**config.mk**
```make
export PLATFORM = sky130hd
export DESIGN_NAME = oamd_decoder
export DESIGN_NICKNAME = d
export VERILOG_FILES = /design/src/oamd_pkg.sv /design/src/oamd_decoder.sv
export SDC_FILE = /design/constraint.sdc
export NUM_CORES = 1
export LEC_CHECK = 0
export BUFFER_PORTS_ARGS = -buffer_cell sky130_fd_sc_hd__buf_2
export CORE_ASPECT_RATIO = 0.75
export CORE_MARGIN = 2
export CORE_UTILIZATION = 50
export DETAILED_ROUTE_END_ITERATION = 16
export GPL_TIMING_DRIVEN = 0
export PLACE_DENSITY = 0.83
export SYNTH_ARGS = -nofsm -noshare
export SYNTH_HDL_FRONTEND = slang
export SYNTH_SLANG_ARGS = --single-unit
export TNS_END_PERCENT = 5
```
**constraint.sdc**
```tcl
create_clock -name clk -period 12 [get_ports clk]
set_input_delay 0 -clock clk [delete_from_list [all_inputs] [get_ports clk]]
set_output_delay 0 -clock clk [all_outputs]
set_load 0.01 [all_outputs]
```
**src/oamd_pkg.sv**
```systemverilog
package oamd_pkg;

  // ==========================================================
  // constants
  // ==========================================================
  localparam logic [15:0] OAMD_ADDR_RST = 16'h0000; // address reset
  localparam logic [7:0] OAMD_BYTE_RST = 8'h00; // byte reset
  localparam logic [2:0] OAMD_LEN_OPC = 3'h1; // opcode byte itself
  localparam logic [2:0] OAMD_LEN_Y = 3'h1; // y selector byte
  localparam logic [1:0] OAMD_CNT_RST = 2'h0; // byte counter reset

  // ==========================================================
  // types
  // ==========================================================
  // seventeen modes, listed group by group
  typedef enum logic [4:0] {
    OAMD_INH, OAMD_IMM, OAMD_DIR_S, OAMD_DIR_L,
    OAMD_IDX_0, OAMD_IDX_S, OAMD_IDX_L,
    OAMD_IND_S, OAMD_IND_L, OAMD_IIX_S, OAMD_IIX_L,
    OAMD_REL_D, OAMD_REL_I,
    OAMD_BIT_D, OAMD_BIT_I, OAMD_BIT_DR, OAMD_BIT_IR
  } oamd_mode_t;

  // per-mode fetch plan
  typedef struct packed {
    logic [1:0] ins; // bytes fetched after the opcode
    logic [1:0] ptr; // pointer bytes read from memory
    logic [2:0] len; // operand bytes of the instruction
    logic idx; // index register added
    logic rel_tail; // last stream byte is a branch offset
    logic ptr_rel; // pointer byte is a branch offset
    logic longm; // long sub-mode
  } oamd_plan_t;

  // request taken with start
  typedef struct packed {
    oamd_mode_t mode;
    logic use_y; // second index register selected
    logic rmw; // read-modify-write instruction
    logic [15:0] pc; // address of first byte after opcode
    logic [7:0] x;
    logic [7:0] y;
  } oamd_req_t;

  // answer given with done
  typedef struct packed {
    logic [15:0] ea; // operand address or branch target
    logic [15:0] target; // branch target
    logic [7:0] operand; // immediate value
    logic [2:0] len; // whole instruction length
    logic has_operand; // operand field is valid
    logic illegal; // refused combination
  } oamd_res_t;

  // mode to fetch plan
  function automatic oamd_plan_t oamd_plan(input oamd_mode_t m);
    oamd_plan_t p;
    p = '0;
    case (m)
      OAMD_INH: p.len = 3'h0;
      OAMD_IMM: begin p.ins = 2'h1; p.len = 3'h1; end
      OAMD_DIR_S: begin p.ins = 2'h1; p.len = 3'h1; end
      OAMD_DIR_L: begin
        p.ins = 2'h2; p.len = 3'h2; p.longm = 1'b1;
      end
      OAMD_IDX_0: p.idx = 1'b1;
      OAMD_IDX_S: begin
        p.ins = 2'h1; p.len = 3'h1; p.idx = 1'b1;
      end
      OAMD_IDX_L: begin
        p.ins = 2'h2; p.len = 3'h2; p.idx = 1'b1; p.longm = 1'b1;
      end
      OAMD_IND_S: begin
        p.ins = 2'h1; p.ptr = 2'h1; p.len = 3'h2;
      end
      OAMD_IND_L: begin
        p.ins = 2'h1; p.ptr = 2'h2; p.len = 3'h2; p.longm = 1'b1;
      end
      OAMD_IIX_S: begin
        p.ins = 2'h1; p.ptr = 2'h1; p.len = 3'h2; p.idx = 1'b1;
      end
      OAMD_IIX_L: begin
        p.ins = 2'h1; p.ptr = 2'h2; p.len = 3'h2; p.idx = 1'b1;
        p.longm = 1'b1;
      end
      OAMD_REL_D: begin
        p.ins = 2'h1; p.len = 3'h1; p.rel_tail = 1'b1;
      end
      OAMD_REL_I: begin
        p.ins = 2'h1; p.ptr = 2'h1; p.len = 3'h2; p.ptr_rel = 1'b1;
      end
      OAMD_BIT_D: begin p.ins = 2'h1; p.len = 3'h1; end
      OAMD_BIT_I: begin p.ins = 2'h1; p.ptr = 2'h1; p.len = 3'h2; end
      OAMD_BIT_DR: begin
        p.ins = 2'h2; p.len = 3'h2; p.rel_tail = 1'b1;
      end
      OAMD_BIT_IR: begin
        p.ins = 2'h2; p.ptr = 2'h1; p.len = 3'h3; p.rel_tail = 1'b1;
      end
      default: p = '0;
    endcase
    return p;
  endfunction : oamd_plan

endpackage : oamd_pkg

```
**src/oamd_decoder.sv**
```systemverilog
`timescale 1ns/10ps
module oamd_decoder
  import oamd_pkg::*;
(
  input wire logic clk,
  input wire logic resetn,
  input wire logic start, // take req this cycle
  input wire oamd_req_t req,
  output logic busy,
  output logic mem_req, // byte read request, held until ack
  output logic [15:0] mem_addr,
  input wire logic mem_ack, // one-cycle, rdata valid
  input wire logic [7:0] mem_rdata,
  output logic done, // one-cycle answer strobe
  output oamd_res_t res
);

  // ==========================================================
  // state
  // ==========================================================
  typedef enum logic [1:0] {
    OAMD_IDLE, OAMD_FETCH, OAMD_PTR, OAMD_CALC
  } oamd_state_t;

  oamd_state_t state_r; // sequencer state
  oamd_req_t req_r; // latched request
  oamd_plan_t plan; // plan of the latched mode
  oamd_plan_t plan_in; // plan of the incoming mode
  logic [1:0] cnt_r; // bytes taken in the current phase
  logic [15:0] pc_r; // walks the instruction stream
  logic [15:0] addr_r; // address shown to memory
  logic [15:0] acc_r; // address, offset or immediate bytes
  logic [15:0] val_r; // pointer read from memory
  logic [7:0] rel_r; // branch offset
  logic refuse_r; // request was refused
  logic done_r;
  oamd_res_t res_r;
  logic take; // accepted memory byte
  logic last_ins; // final stream byte arrives
  logic last_ptr; // final pointer byte arrives
  logic refuse_in; // incoming request must be refused

  assign plan = oamd_plan(req_r.mode);
  assign plan_in = oamd_plan(req.mode);
  assign take = mem_ack && mem_req;
  assign last_ins = take && state_r == OAMD_FETCH &&
                    cnt_r == plan.ins - 2'h1;
  assign last_ptr = take && state_r == OAMD_PTR &&
                    cnt_r == plan.ptr - 2'h1;
  // read-modify-write work only fits the short forms
  assign refuse_in = req.rmw && plan_in.longm;

  // busy and mem_req straight from state, done and data from flops
  assign busy = state_r != OAMD_IDLE;
  assign mem_req = state_r == OAMD_FETCH || state_r == OAMD_PTR;
  assign mem_addr = addr_r;
  assign done = done_r;
  assign res = res_r;

  // ==========================================================
  // sequencer
  // ==========================================================
  // stream bytes first, then pointer bytes, then one calc cycle
  always_ff @(posedge clk or negedge resetn) begin
    if (!resetn) begin
      state_r <= OAMD_IDLE;
    end else begin
      case (state_r)
        OAMD_IDLE: begin
          if (start) begin
            // inherent and refused requests skip all fetches
            if (refuse_in || plan_in.ins == 2'h0) begin
              state_r <= OAMD_CALC;
            end else begin
              state_r <= OAMD_FETCH;
            end
          end
        end
        OAMD_FETCH: begin
          if (last_ins) begin
            // pointer read only after its address is known
            state_r <= (plan.ptr != 2'h0) ? OAMD_PTR : OAMD_CALC;
          end
        end
        OAMD_PTR: begin
          if (last_ptr) begin
            state_r <= OAMD_CALC;
          end
        end
        OAMD_CALC: state_r <= OAMD_IDLE;
        default: state_r <= OAMD_IDLE;
      endcase
    end
  end

  // request latch; start is ignored while busy
  always_ff @(posedge clk or negedge resetn) begin
    if (!resetn) begin
      req_r <= '0;
      refuse_r <= 1'b0;
    end else if (state_r == OAMD_IDLE && start) begin
      req_r <= req;
      refuse_r <= refuse_in;
    end
  end

  // byte counter, restarts per phase
  always_ff @(posedge clk or negedge resetn) begin
    if (!resetn) begin
      cnt_r <= OAMD_CNT_RST;
    end else if (state_r == OAMD_IDLE || last_ins || last_ptr) begin
      cnt_r <= OAMD_CNT_RST;
    end else if (take) begin
      cnt_r <= cnt_r + 2'h1;
    end
  end

  // ==========================================================
  // memory address
  // ==========================================================
  // the stream counter ends just past the last fetched stream byte
  always_ff @(posedge clk or negedge resetn) begin
    if (!resetn) begin
      pc_r <= OAMD_ADDR_RST;
    end else if (state_r == OAMD_IDLE && start) begin
      pc_r <= req.pc;
    end else if (take && state_r == OAMD_FETCH) begin
      pc_r <= pc_r + 16'h0001;
    end
  end

  // pointer address is always the first stream byte, page zero
  always_ff @(posedge clk or negedge resetn) begin
    if (!resetn) begin
      addr_r <= OAMD_ADDR_RST;
    end else if (state_r == OAMD_IDLE && start) begin
      addr_r <= req.pc;
    end else if (last_ins) begin
      if (cnt_r == 2'h0) begin
        addr_r <= {OAMD_BYTE_RST, mem_rdata};
      end else begin
        addr_r <= {OAMD_BYTE_RST, acc_r[7:0]};
      end
    end else if (take) begin
      // word pointers wrap across the whole space
      addr_r <= addr_r + 16'h0001;
    end
  end

  // ==========================================================
  // operand bytes
  // ==========================================================
  // cleared at start so that one byte lands in page zero
  always_ff @(posedge clk or negedge resetn) begin
    if (!resetn) begin
      acc_r <= OAMD_ADDR_RST;
    end else if (state_r == OAMD_IDLE && start) begin
      acc_r <= OAMD_ADDR_RST;
    end else if (take && state_r == OAMD_FETCH &&
                 !(last_ins && plan.rel_tail)) begin
      acc_r <= {acc_r[7:0], mem_rdata};
    end
  end

  // pointer word, first byte high
  always_ff @(posedge clk or negedge resetn) begin
    if (!resetn) begin
      val_r <= OAMD_ADDR_RST;
    end else if (state_r == OAMD_IDLE && start) begin
      val_r <= OAMD_ADDR_RST;
    end else if (take && state_r == OAMD_PTR && !plan.ptr_rel) begin
      val_r <= {val_r[7:0], mem_rdata};
    end
  end

  // branch offset from the stream tail or from memory
  always_ff @(posedge clk or negedge resetn) begin
    if (!resetn) begin
      rel_r <= OAMD_BYTE_RST;
    end else if (state_r == OAMD_IDLE && start) begin
      rel_r <= OAMD_BYTE_RST;
    end else if (last_ins && plan.rel_tail) begin
      rel_r <= mem_rdata;
    end else if (take && state_r == OAMD_PTR && plan.ptr_rel) begin
      rel_r <= mem_rdata;
    end
  end

  // ==========================================================
  // answer
  // ==========================================================
  // index added unsigned, no wrap into sign
  function automatic logic [15:0] add_index(input logic [15:0] b,
                                            input logic [7:0] i);
    return b + {OAMD_BYTE_RST, i};
  endfunction : add_index

  logic [15:0] base; // address word before indexing
  logic [7:0] index; // selected index register
  logic [15:0] target; // branch destination
  assign base = (plan.ptr == 2'h2 || (plan.ptr == 2'h1 &&
                 !plan.ptr_rel)) ? val_r : acc_r;
  assign index = req_r.use_y ? req_r.y : req_r.x;
  // pc_r already points past the branch
  assign target = pc_r + {{8{rel_r[7]}}, rel_r};

  always_ff @(posedge clk or negedge resetn) begin
    if (!resetn) begin
      done_r <= 1'b0;
    end else begin
      done_r <= state_r == OAMD_CALC;
    end
  end

  // result built in the calc cycle, held until the next
  always_ff @(posedge clk or negedge resetn) begin
    if (!resetn) begin
      res_r <= '0;
    end else if (state_r == OAMD_CALC) begin
      res_r.illegal <= refuse_r;
      res_r.target <= target;
      // bit-relative keeps its page-zero operand address in ea
      if (plan.ptr_rel || (plan.rel_tail && plan.ins == 2'h1)) begin
        res_r.ea <= target;
      end else if (plan.idx) begin
        res_r.ea <= add_index(base, index);
      end else begin
        res_r.ea <= base;
      end
      res_r.operand <= acc_r[7:0];
      res_r.has_operand <= req_r.mode == OAMD_IMM;
      if (req_r.mode == OAMD_IDX_0 && req_r.use_y) begin
        res_r.len <= OAMD_LEN_OPC + plan.len + OAMD_LEN_Y;
      end else begin
        res_r.len <= OAMD_LEN_OPC + plan.len;
      end
    end
  end

  logic calc_q; // mirrors calc one cycle late
  always_ff @(posedge clk or negedge resetn) begin
    if (!resetn) begin
      calc_q <= 1'b0;
    end else begin
      calc_q <= state_r == OAMD_CALC;
    end
  end
endmodule : oamd_decoder

```
After elaboration in Yosys (flattened, before gate mapping)
Index checks and enable logic that the tools add are counted.
- logic and storage cells: 149
- register bits: 145
- add/sub/neg operators: 9
- reduce and logical (&&, ||, !) cells: 45
- equal/unequal tests: 42
- muxes and demuxes: 34
- operators by type and width (operator ; count):
    two-way mux 16 bit ; 12
    equality test 5 x 4 -> 1 bit, second input constant ; 16
    two-way mux 8 bit ; 5
    equality test 5 x 3 -> 1 bit, second input constant ; 7
    adder 16 x 1 -> 16 bit, second input constant ; 2
    OR reduction 11 bit ; 2
    equality test 5 x 2 -> 1 bit, second input constant ; 4
    adder 16 bit ; 1
    adder 16 x 8 -> 16 bit ; 1
    OR reduction 5 bit ; 3
    logical AND 1 bit ; 14
    two-way mux 2 bit ; 6
    one-hot mux 2 bit (2 select lines) ; 3
    nonzero test 2 bit ; 6
    OR reduction 4 bit ; 3
    equality test 5 x 1 -> 1 bit, second input constant ; 2
    equality test 5 bit, second input constant ; 2
    OR reduction 9 bit ; 1
    one-hot mux 2 bit (4 select lines) ; 1
    equality test 2 x 1 -> 1 bit, second input constant ; 3
    equality test 2 bit, second input constant ; 3
    logical NOT 2 bit ; 3
    logical OR 1 bit ; 6
    != test 2 bit, second input constant ; 3
    13 further kinds ; 21

Logic depth before layout (Yosys ltp)
Gate-level depths: netlist (run 1).
- depth after elaboration: 11
- depth in mapped cells: 20

Worst setup path before layout (run 1)
No wires, ideal clock.
- path kind: register to register
- from: register req_r[38] (netlist bit)
- to: register res_r (netlist bit res[39])
- setup time: 0.082 ns
- data required time: 11.918 ns
- buffers on the path: 2
- slack: 7.931 ns
- arrival time: 3.987 ns
- stages on the path, launching flop included: 21
- cells stage by stage: dfrtp_1 -> buf_2 -> inv_1 -> nand2_1 -> or3_1 -> inv_1 -> ha_1 -> inv_1 -> a31oi_1 -> buf_2 -> mux2_2 -> ha_1 -> inv_1 -> fa_1 -> nand2b_1 -> a21oi_1 -> o311ai_2 -> or3_1 -> nand3_1 -> o211ai_1 -> a31oi_1
- word-level cells in the longest chain between the ends: 10
- elaborated cells between the ends (all ways): 39
- ends and longest elaborated chain (element ; RTL line ; text):
    start, declared ; oamd_decoder.sv:26 ; oamd_req_t req_r;
    start signal, assigned ; oamd_decoder.sv:102 ; req_r <= req;
    equality test 5 bit, or another cell as far along ; oamd_pkg.sv:59 ; case (m)
    OR reduction 5 bit (no line) / OR reduction 2 bit (equally long branches) ; - ;
    one-hot mux 2 bit (2 select lines) ; oamd_pkg.sv:59 ;
    equality test 2 x 1 -> 1 bit ; oamd_decoder.sv:201 ; assign base = (plan.ptr == 2'h2 || (plan.ptr == 2'h1 &&
    logical AND 1 bit ; oamd_decoder.sv:201 ;
    logical OR 1 bit ; oamd_decoder.sv:201 ;
    two-way mux 16 bit ; oamd_decoder.sv:202 ; !plan.ptr_rel)) ? val_r : acc_r;
    adder 16 x 8 -> 16 bit ; oamd_decoder.sv:195 ; return b + {OAMD_BYTE_RST, i};
    two-way mux 16 bit ; oamd_decoder.sv:225 ; end else if (plan.idx) begin
    two-way mux 16 bit * ; oamd_decoder.sv:223 ; if (plan.ptr_rel || (plan.rel_tail && plan.ins == 2'h1)) begin
    end, declared ; oamd_decoder.sv:37 ; oamd_res_t res_r;
Every way passes the cells marked *; elsewhere a longest branch is shown, timed or not.
A chain may end at the register's enable or synchronous reset.

Worst setup path after layout (run 1)
Ends and elaborated chain as after synthesis.

==> flow_metrics.env, run 1 <==
export IMPL_maxSlewViolCount=0
export IMPL_antennaDiodeCount=0
export IMPL_die_height_um=118
export IMPL_cts_setup_buffers=0
export IMPL_fin_nets=1211
export IMPL_grt_overflow=0
export IMPL_antenna_found_initial=0
export IMPL_first_pass_iters=6
export IMPL_rsz0062_at_grt="no"
export IMPL_rows=41
export IMPL_crit_arrival_ps=5370
export IMPL_powerDensity_nw_per_um2=325
export IMPL_grt_total_usage=0.285
export IMPL_viasPerCell=5.97
export IMPL_cts_root_buf="clkbuf_16"
export IMPL_die_area_um2=18400
export IMPL_min_period_ps=5090
export IMPL_cts_buffers=17
export IMPL_reg2reg_slack_ps=6910
export IMPL_synth_edf_count=0
export IMPL_skew_ps=6.94
export IMPL_synth_cell_types=61
export IMPL_area_delta_synth_final_pct=22.1
export IMPL_die_w_um=156
export IMPL_fillCellCount=1331
export IMPL_hold_violations=0
export IMPL_cp_end_kind="flop"
export IMPL_crit_type="reg -> reg"
export IMPL_critPathRequiredTime_ps=12290
export IMPL_io_buffers=114
export IMPL_period_share=0.424
export IMPL_max_stage_delay_ps=720
export IMPL_report_power_total_mw=3.43
export IMPL_cts_tree="done"
export IMPL_wirelength_um=25500
export IMPL_ys_flop_type="dfrtp_1"
export IMPL_syn_num_nets=1029
export IMPL_clkSinkCount=145
export IMPL_avgSynthCellArea_um2=9.20
export IMPL_setup_violations=0
export IMPL_globalplace_congestion=0.904
export IMPL_max_freq_mhz=197
export IMPL_grt_start_max_net_pins=102
export IMPL_grt_pass1_wl_um=41000
export IMPL_cp_max_fo=10
export IMPL_dpl_hpwl_um=18200
export IMPL_drt_iter0_markers=943
export IMPL_synth_seq_cells=145
export IMPL_maxSlewHeadroom=0.397
export IMPL_core_area_um2=16900
export IMPL_crit_chain="buf_2 > inv_1 > nand2_1 > or3_1 > inv_1 > ha_1 > inv_1 > a31oi_1 > buf_2 > mux2_2 > ha_1 > inv_1 > fa_1 > nand2b_1 > a21oi_1 > o311ai_2 > nor2_1 > xor2_1 > o211ai_1 > a31oi_1"
export IMPL_ir_drop_uv=132
export IMPL_maxCapViolCount=0
export IMPL_holdWs_ps=64.5
export IMPL_routedWlPerCell_um=18.9
export IMPL_initial_core_util=0.512
export IMPL_drtAntennaViolNets=0
export IMPL_synth_cells=939
export IMPL_cp_common_cell="inv_1"
export IMPL_synth_async_reset_ratio=1.00
export IMPL_grt_pass1_vias=7720
export IMPL_io_pins=115
export IMPL_clk_latency_ps=430
export IMPL_synth_area_um2=8640
export IMPL_cpMaxStageDelayCell="a31oi_1"
export IMPL_p_leak_nw=4.74
export IMPL_htreeDepth=4
export IMPL_vias=8060
export IMPL_outcome="complete, no violations"
export IMPL_start_kind="flop"
export IMPL_hold_path_class="in -> async"
export IMPL_drcViolationCount=0
export IMPL_yosysWarnings=0
export IMPL_tightest_slew_ps=901
export IMPL_fin_tns_setup_ps=0
export IMPL_cts_buffer_depth=2
export IMPL_path_clk_slew_ps=60
export IMPL_synth_seq_area_share=0.420
export IMPL_drive_gt1_frac=0.186
## timing repair
item                                   CTS  global route
gates resized for setup                  0             0
endpoints found under the hold margin  188             0
hold buffers                            48             0
## area by class of cell
type	count	area [µm²]	area share
multi-input combinational	718	4710	0.447
timing repair buffer	163	1080	0.103
tap	215	269	0.0255
clock inverter	10	85.1	0.00806
clock buffer	22	474	0.0449
inverter	29	109	0.0103
buffer	47	185	0.0176
sequential	145	3630	0.344
## worst paths after layout
kind,cells after the start,to,from
max,20,res[39],req_r[38]
min,2,acc_r[8],resetn
max reg2reg,20,res[39],req_r[38]
min reg2reg,2,req_r[2],req_r[2]
max in group asynchronous,3,res[2],resetn
min in group clk,4,mem_addr[15],mem_ack
## Yosys cell counts, drive strengths merged, types with 2 or more instances
master     n  area share
and3      14       0.010
o22a       2      0.0020
dfrtp    145        0.42
nand2b    11      0.0080
a31o       3      0.0030
clkbuf    38       0.017
mux2i     19       0.022
o31ai      6      0.0052
xnor2     29       0.029
and2      16       0.012
nor3       4      0.0023
o21bai     7      0.0061
nor2      73       0.032
or3        8      0.0058
o22ai      2      0.0014
and4       3      0.0030
a21oi     81       0.047
a21boi     2      0.0017
buf        9      0.0049
o21ai     35       0.020
nand3     22       0.013
mux2      50       0.065
o211ai    17       0.015
or4        2      0.0017
ha        37       0.054
a22o      10       0.010
xor2      20       0.020
o2bb2ai    4      0.0041
o21a       8      0.0070
a221oi     8      0.0081
a211oi    12       0.012
o221ai     6      0.0061
nor2b      6      0.0043
fa         2      0.0046
nand2    151       0.066
a31oi     14       0.010
nor4       2      0.0014
inv       29       0.013
nand4      7      0.0051
a21o      13       0.011
## layer usage
metal	vias to the layer above	global-route usage	routed length (µm)
met5	-	0	0
met2	435	0.413	10900
met4	0	0.0808	529
met3	43	0.0792	2580
li1	3701	-	-
met1	3881	0.418	11500
## state kept, by name, indices dropped and copies added (netlist names)
name / flops
req_r: 22
pc_r: 16
mem_addr: 16
val_r: 16
refuse_r: 1
rel_r: 8
acc_r: 16
state_r: 2
res: 45
cnt_r: 2
done: 1
## power by group
| group | internal, mW | leakage, nW | switching, mW |
|---|---|---|---|
| Clock | 0.300 | 0.279 | 0.210 |
| Combinational | 0.813 | 2.72 | 1.16 |
| Sequential | 0.717 | 1.75 | 0.229 |
## stage by stage
stage / setup WS (ps) / util / std cells / cell area (µm²)
finish: 6910 / 0.625 / 1349 / 10600
global route: 6690 / 0.625 / 1349 / 10600
CTS: 7060 / 0.625 / 1349 / 10600
detailed placement: 7100 / 0.563 / 1269 / 9510
global placement: 7210 / 0.561 / 1268 / 9480
floorplan: 7930 / - / 939 / 8640
## logic make-up (layout without fill, tap and decap cells)
logic type / after synthesis / in the layout / synth area share
adder cells (fa/ha/maj): 39 / 39 / 0.0582
multiplexers: 69 / 69 / 0.0872
buffers and inverters: 76 / 271 / 0.0340
AND/OR/NAND/NOR: 322 / 322 / 0.167
flip-flops: 145 / 145 / 0.420
AO/OA/AOI/OAI: 239 / 239 / 0.184
XOR/XNOR: 49 / 49 / 0.0497
## layout by cell type, fill, tap and decap left out, drive strengths merged, types with 10 or more instances in the layout
master,count
dlygate4sd3,48
a211oi,12
xor2,20
clkbuf,60
nand2,151
mux2,50
and3,14
nand2b,11
a21o,13
o21ai,35
a22o,10
nand3,22
dfrtp,145
ha,37
a31oi,14
xnor2,29
o211ai,17
a21oi,81
mux2i,19
inv,29
buf,124
nor2,73
and2,16
## worst max-delay path: cells and delay by family, from the launching register on
family	cells	cell delay, ps
buffers and inverters	6	960
multiplexers	1	380
flip-flops	1	350
adder cells (fa/ha/maj)	3	600
XOR/XNOR	1	170
AND/OR/NAND/NOR	4	780
AO/OA/AOI/OAI	5	1700
(Power assumes the default switching activity.)
==> run 2, diff against run 1 <==
PLACE_DENSITY = 0.85   (was 0.83)
clock period = 4.6 ns   (was 12 ns; I/O delays follow)
==> run 2 against run 1 <==
Die area unchanged; non-clock buffer count did not move; sequential power rose to 2.6 times the previous value; total power grew to 2.7 times the previous value; sequential cell count is the same; first-iteration DRC count fell by 19%; via count increased by 1.4%.
==> flow_metrics.env, run 2 (synthesis results as in run 1) <==
export IMPL_skew_ps=12.6
export IMPL_rows=41
export IMPL_min_period_ps=4450
export IMPL_cts_tree="done"
export IMPL_htreeDepth=4
export IMPL_powerDensity_nw_per_um2=868
export IMPL_crit_arrival_ps=4810
export IMPL_die_area_um2=18400
export IMPL_cts_root_buf="clkbuf_16"
export IMPL_maxSlewViolCount=0
export IMPL_antenna_found_initial=0
export IMPL_max_freq_mhz=225
export IMPL_grt_start_max_net_pins=89
export IMPL_globalplace_congestion=0.930
export IMPL_cts_buffer_depth=2
export IMPL_instances_no_fill=1349
export IMPL_crit_type="reg -> reg"
export IMPL_place_worst_setup_slack_ps=-330
export IMPL_dp_cells=1269
export IMPL_drtAntennaViolNets=0
export IMPL_grt_pass1_wl_um=41400
export IMPL_cp_max_fo=10
export IMPL_io_buffers=114
export IMPL_hold_start="mem_ack"
export IMPL_maxSlewHeadroom=0.411
export IMPL_mostFrequentLayoutCells="150 x nand2_1, 145 x dfrtp_1, 119 x buf_2"
export IMPL_first_pass_iters=5
export IMPL_power_frac_comb=0.565
export IMPL_reg2regPathDepth=19
export IMPL_start_kind="flop"
export IMPL_initial_core_util=0.512
export IMPL_clk_latency_ps=440
export IMPL_maxCapViolCount=0
export IMPL_grt_total_usage=0.289
export IMPL_r2r_start="req_r[34]"
export IMPL_clkSinkCount=145
export IMPL_ir_drop_uv=357
export IMPL_fillCellCount=1318
export IMPL_p_leak_nw=4.79
export IMPL_die_w_um=156
export IMPL_period_share=0.968
export IMPL_area_delta_synth_final_pct=23.9
export IMPL_cp_startpoint="req_r[34]"
export IMPL_drive_gt1_frac=0.190
export IMPL_die_height_um=118
export IMPL_worst_r2r_endpoint="res[39]"
export IMPL_grt_overflow=0
export IMPL_cts_buffers=17
export IMPL_internal_power_mw=5.00
export IMPL_holdWs_ps=95.4
export IMPL_p_seq_frac=0.265
export IMPL_worst_slack_ps=147
export IMPL_wirelength_um=26000
export IMPL_viasPerCell=6.06
export IMPL_routedWlPerCell_um=19.3
export IMPL_antennaDiodeCount=0
export IMPL_io_pins=115
export IMPL_vias=8176
export IMPL_dpl_hpwl_um=18300
export IMPL_final_common_cell="nand2_1"
export IMPL_grt_pass1_vias=7691
export IMPL_crit_end="res[39]"
export IMPL_p_switching_mw=4.29
export IMPL_setup_violations=0
export IMPL_tightest_slew_ps=883
export IMPL_drt_iter0_markers=768
export IMPL_drcViolationCount=0
export IMPL_hold_violations=0
export IMPL_path_clk_slew_ps=60
export IMPL_clkPwrFrac=0.170
export IMPL_cts_setup_buffers=0
export IMPL_largest_reg_flops=45
export IMPL_swShare=0.462
export IMPL_cp_end_kind="flop"
export IMPL_outcome="complete, no violations"
export IMPL_reg2reg_slack_ps=150
export IMPL_core_area_um2=16900
export IMPL_fin_nets=1211
export IMPL_hold_path_class="in -> reg"
export IMPL_critPathRequiredTime_ps=4950
[run 2: cell types whose count changed in the layout (fill, tap and decap cells not counted), sizes merged]
cell / change
bufinv: +4
clkbuf: -4
clkinv: -4
inv: +4
[run 2: how the worst min path moves through the flow]
stage                              end  slack, ps  cells past startpoint
after floorplan               acc_r[0]       -300                      0
after global placement        req_r[5]        200                      3
after detailed placement        res[6]        120                      1
after CTS                 mem_addr[15]         90                      4
after global routing      mem_addr[15]        120                      4
final                     mem_addr[15]        100                      4
[run 2: critical path: stages, from the launching register on]
cell and delay, ps:
dfrtp_1 450, nor2b_1 210, a21o_1 200, a32oi_2 310, inv_1 80, ha_1 200, nor2_1 210, a31oi_4 110
buf_6 210, mux2_2 260, ha_1 200, inv_1 60, fa_1 390, nand2b_1 210, a21oi_2 240, o311ai_4 180
or3_1 390, nand3_1 90, o211ai_1 130, a31oi_1 220
[run 2: routing by layer]
layer,wire (µm),GRT usage,up-vias
met5,0,0,-
met4,699,0.0963,0
met3,2720,0.0736,68
met1,11500,0.421,3932
li1,-,-,3704
met2,11200,0.418,472
[run 2: repair_timing]
action / in CTS / in global routing
gates cloned: 0 / 0
resized for setup: 3 / 6
hold buffers: 48 / 0
pin swaps: 0 / 1
hold endpoints to repair: 154 / 0
setup endpoints to repair: 11 / 8
[run 2: stage by stage]
step	util	TNS, ps	total power [mW]	area [µm²]
2_1_floorplan	-	0	5.87	8640
3_3_place_gp	0.561	-1270	7.26	9480
3_5_place_dp	0.563	-1550	7.40	9510
4_1_cts	0.633	0	9.12	10700
5_1_grt	0.634	-47.3	9.89	10700
6_report	0.634	0	9.30	10700
[run 2: cell type report]
type | instances | area [µm²] | share of cell area
multi-input combinational | 718 | 4760 | 0.444
clock inverter | 14 | 226 | 0.0212
timing repair buffer | 163 | 1080 | 0.101
clock buffer | 18 | 439 | 0.0410
buffer | 47 | 191 | 0.0179
sequential | 145 | 3630 | 0.339
tap | 215 | 269 | 0.0251
inverter | 29 | 109 | 0.0102
[run 2: power groups by stage]
stage | clock [mW] | combinational, mW | sequential [mW]
4_1_cts | 1.58 | 5.12 | 2.42
6_report | 1.58 | 5.25 | 2.46
5_1_grt | 1.64 | 5.72 | 2.53
3_5_place_dp | 0 | 4.97 | 2.44
3_3_place_gp | 0 | 4.85 | 2.41
2_1_floorplan | 0 | 3.49 | 2.37
